$ cat src/rtl/sadc_defines.svh
// Purpose: Named constants for the successive approximation converter control block
// Assumes: Included by bare name from every file that needs a figure
// Notes:   Definitions only
`ifndef SADC_DEFINES_SVH
`define SADC_DEFINES_SVH

`define SADC_RES_BITS        12
`define SADC_CH_BITS         5
`define SADC_RTC_BITS        16
`define SADC_PIN_BITS        16

`define SADC_CH_LAST_PIN     5'h1b
`define SADC_CH_RSV_LO       5'h16
`define SADC_CH_RSV_HI       5'h19
`define SADC_CH_RSV_TOP      5'h1c
`define SADC_CH_REFH         5'h1d
`define SADC_CH_REFL         5'h1e
`define SADC_CH_OFF          5'h1f

`define SADC_SAMPLE_SHORT    8'h04
`define SADC_SAMPLE_LONG     8'h14
`define SADC_ASYNC_DIV       4

`define SADC_MSB_INDEX       4'hb
`define SADC_MSB_TRIAL       12'h800
`define SADC_DIV_BITS        3

`endif

$ cat src/rtl/sadc_pkg.sv
// Purpose: Types shared by the converter control block
// Assumes: Nothing beyond the defines header
// Notes:   Encodings match the mode and clock source fields
package sadc_pkg;

  typedef enum logic [1:0]
  {
    SADC_SRC_BUS     = 2'h0,
    SADC_SRC_BUS_DIV = 2'h1,
    SADC_SRC_ALT     = 2'h2,
    SADC_SRC_ASYNC   = 2'h3
  } sadc_clk_src_type;

  typedef enum logic [1:0]
  {
    SADC_RES_8  = 2'h0,
    SADC_RES_12 = 2'h1,
    SADC_RES_10 = 2'h2
  } sadc_res_mode_type;

  typedef enum logic [3:0]
  {
    SADC_ST_OFF    = 4'h1,
    SADC_ST_IDLE   = 4'h2,
    SADC_ST_SAMPLE = 4'h4,
    SADC_ST_CONV   = 4'h8
  } sadc_state_type;

endpackage : sadc_pkg

$ cat src/rtl/sadc_ce_if.sv
// Purpose: Carrier between the converter control and its conversion clock divider
// Assumes: Single clock domain
// Notes:   alt_lvl is already synchronised by the user side
`timescale 1ns/1ps
interface sadc_ce_if;
  import sadc_pkg::*;
  sadc_clk_src_type src;
  logic [1:0]       div;
  logic             run;
  logic             alt_lvl;
  logic             conv_ce;

  modport gen (input src, input div, input run, input alt_lvl, output conv_ce);
  modport usr (output src, output div, output run, output alt_lvl, input conv_ce);
endinterface : sadc_ce_if

$ cat src/rtl/sadc_top.sv
// Purpose: Control logic of a 12-bit successive approximation converter
// Assumes: Analog comparator and trial DAC outside; RTC values on CLK
// Notes:   Register fields are plain ports; write strobes are one-cycle pulses
// Function
// [RULE1] Linear successive approximation gives a twelve bit result.
// [RULE2] Channel select addresses up to twenty-eight analog inputs.
// [RULE3] Reserved channel codes still convert; the result is undefined.
// [RULE4] Software enables the bandgap buffer before picking the bandgap channel.
// [RULE5] Conversion clock from bus, bus halved, local async or alternate clock.
// [RULE6] Selected source clock is divided by the programmed divider ratio.
// [RULE7] Alternate clock keeps running in wait mode.
// [RULE8] Software avoids alternate clock when converting in stop3.
// [RULE9] Hardware trigger starts a conversion on counter equal to modulo.
// [RULE10] Counter match trigger works with the counter interrupt disabled.
// [RULE11] Counter match trigger works in run, wait and stop3.
// [RULE12] Software sets both low voltage detect enables before stop3 conversions.
// [RULE13] Results are unsigned right justified in twelve, ten or eight bits.
// [RULE14] Single or continuous conversion; single returns to idle.
// [RULE15] Programmable sample time and speed versus power setting.
// [RULE16] Completion flag sets on finish; interrupt when enabled.
// [RULE17] Automatic compare, less-than or greater-or-equal, signals interrupt.
// [RULE18] Exactly two pin enable registers for channels zero to fifteen.
// [RULE19] Status control one write aborts and restarts unless channel all ones; with hardware trigger selected the code waits in idle for a match.
// [RULE20] Channel all ones turns the converter off, no extra conversion.
// [RULE21] Completion flag clears on status control one write or low byte read.
// [RULE22] Codes 0-27 channels, 29 high ref, 30 low ref, 28 reserved; the code also flags 22-25 as reserved.
`timescale 1ns/1ps
`include "sadc_defines.svh"
module sadc_top #(
  parameter int ASYNC_DIV = `SADC_ASYNC_DIV
) (
  input  wire logic                          CLK,
  input  wire logic                          RST,
  input  wire logic                          STATUS_CONTROL_ONE_WR,
  input  wire logic [`SADC_CH_BITS-1:0]      CHANNEL_SELECT,
  input  wire logic                          CONT_EN,
  input  wire logic                          INT_EN,
  input  wire logic                          RESULT_LOW_BYTE_RD,
  input  wire logic                          HW_TRIGGER_SELECT,
  input  wire logic [`SADC_RTC_BITS-1:0]     REALTIME_COUNT_VALUE,
  input  wire logic [`SADC_RTC_BITS-1:0]     REALTIME_MODULO_VALUE,
  input  wire sadc_pkg::sadc_clk_src_type    CLK_SRC,
  input  wire logic [1:0]                    CONV_CLOCK_DIVIDER,
  input  wire sadc_pkg::sadc_res_mode_type   RES_MODE,
  input  wire logic                          LONG_SAMPLE,
  input  wire logic                          LOW_POWER,
  input  wire logic                          CMP_EN,
  input  wire logic                          CMP_GE,
  input  wire logic [`SADC_RES_BITS-1:0]     CMP_VALUE,
  input  wire logic                          PIN_ENABLE_REG_ONE_WR,
  input  wire logic                          PIN_ENABLE_REG_TWO_WR,
  input  wire logic [7:0]                    PIN_ENABLE_DATA,
  input  wire logic                          EXT_REFERENCE_CLOCK,
  input  wire logic                          COMP_IN,
  output logic      [`SADC_RES_BITS-1:0]     RESULT,
  output logic                               CONV_DONE_FLAG,
  output logic                               IRQ,
  output logic                               CONV_ACTIVE,
  output logic                               SAMPLE_EN,
  output logic                               SAR_POWER_ON,
  output logic      [`SADC_RES_BITS-1:0]     SAR_DAC,
  output logic      [`SADC_CH_BITS-1:0]      ANALOG_MUX_SEL,
  output logic                               RESULT_UNDEFINED,
  output logic      [`SADC_PIN_BITS-1:0]     PIN_CONTROL
);
  import sadc_pkg::*;

  sadc_ce_if ce_if ();

  sadc_clkdiv #(
    .ASYNC_DIV (ASYNC_DIV)
  ) u_clkdiv (
    .CLK (CLK),
    .RST (RST),
    .ce  (ce_if.gen)
  );

  sadc_state_type            state_r;
  logic [`SADC_CH_BITS-1:0]  chan_r;
  logic                      cont_r;
  logic                      int_en_r;
  logic                      ext_s1_r;
  logic                      ext_s2_r;
  logic                      comp_s1_r;
  logic                      comp_s2_r;
  logic                      match_r;
  logic                      hw_trig;
  logic                      lp_phase_r;
  logic                      step;
  logic [7:0]                samp_cnt_r;
  logic [7:0]                samp_last;
  logic [3:0]                bit_r;
  logic [`SADC_RES_BITS-1:0] final_code;
  logic [`SADC_RES_BITS-1:0] fmt_code;
  logic                      cmp_true;
  logic                      finish;
  logic                      flag_set;
  logic                      flag_clr;

  // Both pins leave the CLK domain, so two flops before any use
  always_ff @(posedge CLK)
  begin
    if (RST)
    begin
      ext_s1_r  <= 1'b0;
      ext_s2_r  <= 1'b0;
      comp_s1_r <= 1'b0;
      comp_s2_r <= 1'b0;
    end
    else
    begin
      ext_s1_r  <= EXT_REFERENCE_CLOCK;
      ext_s2_r  <= ext_s1_r;
      comp_s1_r <= COMP_IN;
      comp_s2_r <= comp_s1_r;
    end
  end

  assign ce_if.src     = CLK_SRC;
  assign ce_if.div     = CONV_CLOCK_DIVIDER;
  assign ce_if.alt_lvl = ext_s2_r;
  assign ce_if.run     = (state_r == SADC_ST_SAMPLE) || (state_r == SADC_ST_CONV);

  // Match taken regardless of the counter interrupt enable, in any power mode
  assign hw_trig = HW_TRIGGER_SELECT
                 && (REALTIME_COUNT_VALUE == REALTIME_MODULO_VALUE)
                 && !match_r; // [RULE9] [RULE10] [RULE11]

  always_ff @(posedge CLK)
  begin
    if (RST)
      match_r <= 1'b0;
    else
      match_r <= (REALTIME_COUNT_VALUE == REALTIME_MODULO_VALUE);
  end

  // Low power doubles each bit period; trades speed for current
  assign step      = ce_if.conv_ce && (!LOW_POWER || lp_phase_r); // [RULE15]
  assign samp_last = LONG_SAMPLE ? `SADC_SAMPLE_LONG : `SADC_SAMPLE_SHORT; // [RULE15]

  // Current bit from the comparator, upper bits already settled in the trial code
  always_comb
  begin
    final_code        = SAR_DAC;
    final_code[bit_r] = comp_s2_r;
  end

  // Right justified, truncating the low bits
  always_comb
  begin
    unique case (RES_MODE)
      SADC_RES_12: fmt_code = final_code; // [RULE1] [RULE13]
      SADC_RES_10: fmt_code = {2'h0, final_code[11:2]}; // [RULE13]
      SADC_RES_8:  fmt_code = {4'h0, final_code[11:4]}; // [RULE13]
      default:     fmt_code = final_code;
    endcase
  end

  assign cmp_true = CMP_GE ? (fmt_code >= CMP_VALUE) : (fmt_code < CMP_VALUE); // [RULE17]
  assign finish   = (state_r == SADC_ST_CONV) && step && (bit_r == 4'h0);
  assign flag_set = finish && (!CMP_EN || cmp_true); // [RULE16] [RULE17]
  assign flag_clr = STATUS_CONTROL_ONE_WR || RESULT_LOW_BYTE_RD; // [RULE21]

  // Status control one contents
  always_ff @(posedge CLK)
  begin
    if (RST)
    begin
      chan_r   <= `SADC_CH_OFF;
      cont_r   <= 1'b0;
      int_en_r <= 1'b0;
    end
    else if (STATUS_CONTROL_ONE_WR)
    begin
      chan_r   <= CHANNEL_SELECT;
      cont_r   <= CONT_EN;
      int_en_r <= INT_EN;
    end
  end

  // Conversion sequencer
  always_ff @(posedge CLK)
  begin
    if (RST)
    begin
      state_r    <= SADC_ST_OFF;
      samp_cnt_r <= 8'h00;
      bit_r      <= `SADC_MSB_INDEX;
      SAR_DAC    <= '0;
      lp_phase_r <= 1'b0;
    end
    else if (STATUS_CONTROL_ONE_WR)
    begin
      samp_cnt_r <= 8'h00;
      lp_phase_r <= 1'b0;
      if (CHANNEL_SELECT == `SADC_CH_OFF)
        state_r <= SADC_ST_OFF; // [RULE20]
      else if (HW_TRIGGER_SELECT)
        state_r <= SADC_ST_IDLE; // [RULE19]
      else
        state_r <= SADC_ST_SAMPLE; // [RULE19]
    end
    else
    begin
      if (ce_if.conv_ce)
        lp_phase_r <= ~lp_phase_r;
      unique case (state_r)
        SADC_ST_OFF:
          state_r <= SADC_ST_OFF; // [RULE20]
        SADC_ST_IDLE:
          if (hw_trig)
          begin
            state_r    <= SADC_ST_SAMPLE;
            samp_cnt_r <= 8'h00;
          end
        SADC_ST_SAMPLE:
          if (step)
          begin
            if (samp_cnt_r >= samp_last - 8'h01)
            begin
              state_r <= SADC_ST_CONV;
              SAR_DAC <= `SADC_MSB_TRIAL;
              bit_r   <= `SADC_MSB_INDEX;
            end
            else
              samp_cnt_r <= samp_cnt_r + 8'h01;
          end
        SADC_ST_CONV:
          if (step)
          begin
            SAR_DAC[bit_r] <= comp_s2_r; // [RULE1]
            if (bit_r != 4'h0)
            begin
              SAR_DAC[bit_r - 4'h1] <= 1'b1;
              bit_r                 <= bit_r - 4'h1;
            end
            else
            begin
              samp_cnt_r <= 8'h00;
              state_r    <= cont_r ? SADC_ST_SAMPLE : SADC_ST_IDLE; // [RULE14]
            end
          end
        default:
          state_r <= SADC_ST_OFF;
      endcase
    end
  end

  // Set wins over a clear in the same cycle
  always_ff @(posedge CLK)
  begin
    if (RST)
    begin
      CONV_DONE_FLAG <= 1'b0;
      IRQ            <= 1'b0;
    end
    else
    begin
      CONV_DONE_FLAG <= flag_set || (CONV_DONE_FLAG && !flag_clr); // [RULE16] [RULE21]
      IRQ            <= int_en_r && (flag_set || (CONV_DONE_FLAG && !flag_clr)); // [RULE16]
    end
  end

  // With compare on, only passing results are kept
  always_ff @(posedge CLK)
  begin
    if (RST)
      RESULT <= '0;
    else if (flag_set)
      RESULT <= fmt_code; // [RULE13] [RULE17]
  end

  always_ff @(posedge CLK)
  begin
    if (RST)
    begin
      CONV_ACTIVE      <= 1'b0;
      SAMPLE_EN        <= 1'b0;
      SAR_POWER_ON     <= 1'b0;
      ANALOG_MUX_SEL   <= `SADC_CH_OFF;
      RESULT_UNDEFINED <= 1'b0;
    end
    else
    begin
      CONV_ACTIVE    <= (state_r == SADC_ST_SAMPLE) || (state_r == SADC_ST_CONV);
      SAMPLE_EN      <= (state_r == SADC_ST_SAMPLE);
      SAR_POWER_ON   <= (state_r == SADC_ST_SAMPLE) || (state_r == SADC_ST_CONV); // [RULE20]
      ANALOG_MUX_SEL <= chan_r; // [RULE2] [RULE22]
      // Reserved codes still convert but the value is meaningless
      RESULT_UNDEFINED <= ((chan_r >= `SADC_CH_RSV_LO) && (chan_r <= `SADC_CH_RSV_HI))
                       || (chan_r == `SADC_CH_RSV_TOP); // [RULE3] [RULE22]
    end
  end

  // Two 8-bit pin enable registers cover channels 0 to 15
  always_ff @(posedge CLK)
  begin
    if (RST)
      PIN_CONTROL <= '0;
    else
    begin
      if (PIN_ENABLE_REG_ONE_WR)
        PIN_CONTROL[7:0] <= PIN_ENABLE_DATA; // [RULE18]
      if (PIN_ENABLE_REG_TWO_WR)
        PIN_CONTROL[15:8] <= PIN_ENABLE_DATA; // [RULE18]
    end
  end

endmodule : sadc_top

$ cat src/rtl/sadc_clkdiv.sv
// Purpose: Conversion clock enable generator with source select and divider
// Assumes: Alternate clock level arrives synchronised to CLK
// Notes:   Local asynchronous clock is modelled as a free divider of CLK
`timescale 1ns/1ps
`include "sadc_defines.svh"
module sadc_clkdiv #(
  parameter int ASYNC_DIV = `SADC_ASYNC_DIV
) (
  input wire logic CLK,
  input wire logic RST,
  sadc_ce_if.gen   ce
);
  import sadc_pkg::*;

  localparam int AW = (ASYNC_DIV > 1) ? $clog2(ASYNC_DIV) : 1;
  localparam logic [AW-1:0] ASYNC_LAST = AW'(ASYNC_DIV - 1);

  logic                     half_r;
  logic [AW-1:0]            async_cnt_r;
  logic                     alt_prev_r;
  logic                     src_tick;
  logic [`SADC_DIV_BITS-1:0] div_cnt_r;
  logic [`SADC_DIV_BITS-1:0] div_last;
  logic                     ce_r;

  assign div_last   = `SADC_DIV_BITS'((4'h1 << ce.div) - 4'h1);
  assign ce.conv_ce = ce_r;

  // Source tick per selected clock
  always_comb
  begin
    unique case (ce.src)
      SADC_SRC_BUS:     src_tick = 1'b1;
      SADC_SRC_BUS_DIV: src_tick = half_r;
      SADC_SRC_ALT:     src_tick = ce.alt_lvl & ~alt_prev_r;
      SADC_SRC_ASYNC:   src_tick = (async_cnt_r == ASYNC_LAST);
    endcase
  end

  always_ff @(posedge CLK)
  begin
    if (RST)
    begin
      half_r      <= 1'b0;
      async_cnt_r <= '0;
      alt_prev_r  <= 1'b0;
    end
    else
    begin
      half_r      <= ~half_r;
      async_cnt_r <= (async_cnt_r == ASYNC_LAST) ? '0 : async_cnt_r + AW'(1);
      alt_prev_r  <= ce.alt_lvl;
    end
  end

  // Divider held cleared while idle so each conversion started from idle or off begins on a fresh phase
  always_ff @(posedge CLK)
  begin
    if (RST || !ce.run)
    begin
      div_cnt_r <= '0;
      ce_r      <= 1'b0;
    end
    else
    begin
      ce_r <= 1'b0;
      if (src_tick)
      begin
        if (div_cnt_r >= div_last)
        begin
          div_cnt_r <= '0;
          ce_r      <= 1'b1; // [RULE5] [RULE6] [RULE7]
        end
        else
        begin
          div_cnt_r <= div_cnt_r + `SADC_DIV_BITS'(1);
        end
      end
    end
  end

endmodule : sadc_clkdiv

$ cat config.mk
export PLATFORM = sky130hd
export DESIGN_NAME = sadc_top
export DESIGN_NICKNAME = d
export VERILOG_FILES = /design/src/rtl/sadc_pkg.sv /design/src/rtl/sadc_ce_if.sv /design/src/rtl/sadc_top.sv /design/src/rtl/sadc_clkdiv.sv
export VERILOG_INCLUDE_DIRS = /design/src /design/src/rtl
export SDC_FILE = /design/constraint.sdc
export NUM_CORES = 1
export LEC_CHECK = 0
export BUFFER_PORTS_ARGS = -buffer_cell sky130_fd_sc_hd__buf_2
export CORE_ASPECT_RATIO = 1.4
export CORE_UTILIZATION = 29
export CTS_CLUSTER_DIAMETER = 80
export CTS_CLUSTER_SIZE = 24
export DETAILED_ROUTE_END_ITERATION = 7
export SLEW_MARGIN = 10
export SYNTH_ARGS = -nofsm -noshare
export SYNTH_HDL_FRONTEND = slang
export SYNTH_HIERARCHICAL = 1
export SYNTH_SLANG_ARGS = --single-unit
export TNS_END_PERCENT = 100
$ cat constraint.sdc
create_clock -name CLK -period 7.2 [get_ports CLK]
set_input_delay 0.72 -clock CLK [delete_from_list [all_inputs] [get_ports CLK]]
set_output_delay 0.72 -clock CLK [all_outputs]
set_load 0.01 [all_outputs]
==> results.md <==
- Result of the run: finished clean
- P_leak: 0.00264 uW
- Final period util: 49.3%
- Per-instance average area after synthesis: 8.64 sq um
- Max_cap viols: 0
- Die Ht: 152 um
- Starting DRT DRC Count: 196
- Switching Share: 26.0%
- Reg2reg start: bit_r[0]
- Global Route Usage Sum: 14.7%
- R2R depth: 15
- Num rows: 54
- Clock sinks: 87
- Setup bufs post-CTS: 0
- CTS max path bufs: 2
- Skew final: 0.00812 ns
- Area contributors post-synth: dfxtp_1, mux2i_1, ha_1
- Hold_ws: 0.409 ns
- Routed Antenna Nets: 0
- Hold Vio Cnt, Final: 0
- Pwr Density: 186 nW/um^2
- Synth top area share: 37.5%
- Post-synth ARST share: 0%
- Core Region: 15600 sq um
- Worst-margin pin slew: 0.732 ns
- Hold-fix buffers, CTS: 0
- Placer Congestion: 0.835
- R2R setup slack: 3.65 ns
- Worst EP arrival: 3.78 ns
- Initial Util: 29.7%
- Routed vias: 4119
- Synth warn: 6
- Pint: 784 uW
- Worst R2R End: RESULT[0]
- Sw Pwr: 276 uW
- Delay of the slowest critical-path stage: 0.41 ns
- GRT busiest layer: met2
- Largest net degree at the start of global routing: 71
- RSZ-0062 raised after global routing: false
- FMAX: 282 MHz
- Min cycle time layout: 3.55 ns
- Die footprint: 16500 sq um
- Combinational power share: 10.3%
- CP Launch Type: register
- Synth Register Bits: 87
- Dominant cell by count in the synthesized netlist: dfxtp_1
- Hold path depth: 1
- Layout cells sized above 1: 25.2%
- Area Overhead vs Synth: 23.0%
- WL/cell: 14.0 um
- Final nets: 752
- Syn Std Cell Area: 4640 sq um
- Root Buffer: clkbuf_16
- Pins over their slew limit: 0
- VDD IR-drop max: 0.0832 mV
- Critical path's top delay family: compound AO/OA/AOI/OAI gates
- CTS H-tree lvls: 3
- Critical path class: reg2reg
- First-pass GRT wire length: 18700 um
- Worst EP required: 7.43 ns
- Hold EP: u_clkdiv/half_r
- Total grt overflow: 0
- Place WS: 3.72 ns
- CTS tree: built
- Post-cts sizing count: 0
- Via/cell ratio: 4.85
- Endpoints failing setup: 0
- # IOs: 129
- Hold Path Class: reg2reg
- Sequential share of power: 47.5%
- First drt pass iteration count: 5
- GR Util met2: 25.8%
- Critical path's slowest cell: dfxtp_1
- Hold path start: u_clkdiv/half_r
- Cells after Synth: 537
- CTS Buf Count: 9
- Worst skew pair latency: 0.34 ns
- Die Wd: 109 um
- Min setup slack post-route: 3.65 ns
- Final HPWL DP: 9120 um
- Clock Power Share: 42.2%
- Sequential fraction of the synthesis area: 37.5%
- M1 GR Usage: 17.6%
- Post-Syn Nets: 640
- Crit Path Max Fanout: 12
- Dominant synthesized flop cell: dfxtp_1
- Routed WL: 11900 um
- Antenna violations before repair: 0
- Crit path capture type: register
- Vias in the first global route: 3740
- # diodes: 0
- Critical path buffers and inverters: 2
- CP Cell Sequence: inv_1 -> ha_1 -> nand3b_1 -> mux2i_1 -> mux2i_1 -> nor2_1 -> a21oi_1 -> ha_1 -> nand4_1 -> o31a_1 -> and4_1 -> o21ai_0 -> buf_4 -> nand2_1 -> a31o_2
- Met3 GRT Util: 2.57%
- Final TNS setup: 0 ns
- Post-synth cell types: 59
- Count of input and output buffers: 128
- Synth area leader: dfxtp_1
- DRC viols: 0
- Slew Limit Headroom: 51.2%
- Synth top cells by count: dfxtp_1, nor2_1, a21oi_1, mux2i_1, nand2_1
- Number of synthesized flops with an enable pin: 0
- Clock slew at reported path FFs: 0.07 ns
==> metal layers <==
metal | routed length, um | vias up
met5 | 0 | -
met2 | 6160 | 95
met4 | 206 | 0
met3 | 451 | 14
li1 | - | 2136
met1 | 5060 | 1874
==> cells by family after synthesis <==
group	Yosys count	synth area share, %
and+or+nand+nor	201	23.7
AOI/OAI and AO/OA	110	15.0
DFF	87	37.5
buffers and inverters	53	4.45
muxes	41	8.84
adders and majority gates	25	6.74
xor gates and xnor gates	20	3.77
==> state kept, by name, indices dropped and copies added (netlist names), 2 cells and up <==
| register | count |
|---|---|
| u_clkdiv/div_cnt_r | 3 |
| ANALOG_MUX_SEL | 5 |
| state_r | 4 |
| u_clkdiv/async_cnt_r | 2 |
| bit_r | 4 |
| SAR_DAC | 12 |
| PIN_CONTROL | 16 |
| RESULT | 12 |
| samp_cnt_r | 8 |
| chan_r | 5 |
==> area by class of cell <==
cell class | instances | area [sq um]
Multi-Input combinational cell | 397 | 2690
Fill cell | 1618 | 9900
Tap cell | 196 | 245
Inverter | 23 | 86.3
Timing Repair Buffer | 131 | 663
Clock buffer | 10 | 229
Clock inverter | 6 | 52.6
Sequential cell | 87 | 1740
==> metrics by stage <==
step,utilization (%),power [uW],area (sq um),cells
4_1_cts,36.6,1070,5710,850
2_1_floorplan,-,579,4640,537
3_5_place_dp,34.8,625,5430,834
3_3_place_gp,34.8,624,5430,834
6_report,36.6,1060,5710,850
5_1_grt,36.6,1110,5710,850
==> power groups by stage <==
stage / clock [uW] / combinational [uW] / sequential, uW
floorplan: 0 / 63.0 / 516
global placement: 0 / 110 / 514
detailed placement: 0 / 110 / 514
CTS: 459 / 111 / 503
global route: 481 / 123 / 505
finish: 448 / 109 / 503
==> worst max path at each step <==
stage / startpoint / end / cells after the start
finish: bit_r[0] / RESULT[0] / 15
global route: bit_r[0] / RESULT[0] / 15
CTS: bit_r[1] / RESULT[0] / 15
detailed placement: bit_r[1] / RESULT[0] / 15
global placement: bit_r[0] / RESULT[0] / 14
floorplan: bit_r[0] / RESULT[6] / 16
==> layout by cell type (no fill, tap or decap), types with 3 or more instances in the layout <==
master,Yosys,layout
o21ai_0,22,22
a22oi_1,5,5
a21oi_1,41,41
buf_4,1,3
xor2_1,17,17
nand4b_1,4,4
nand3b_1,10,10
a211o_1,5,5
mux2i_1,41,41
nand3_1,8,8
xnor2_1,3,3
o21ai_1,3,3
or2_2,7,7
and2_1,3,3
o22ai_1,3,3
nor2_1,57,57
clkbuf_16,0,9
ha_1,25,25
or3_1,3,3
and3_1,4,4
nor2b_1,12,12
a31oi_1,6,6
nand4_1,8,8
nor3b_1,3,3
a211oi_1,7,7
buf_2,3,128
nand2_1,35,35
dfxtp_1,87,87
nor3_1,20,20
nand2b_1,7,7
inv_1,23,23
nor4_1,7,7
(Power assumes the default switching activity.)
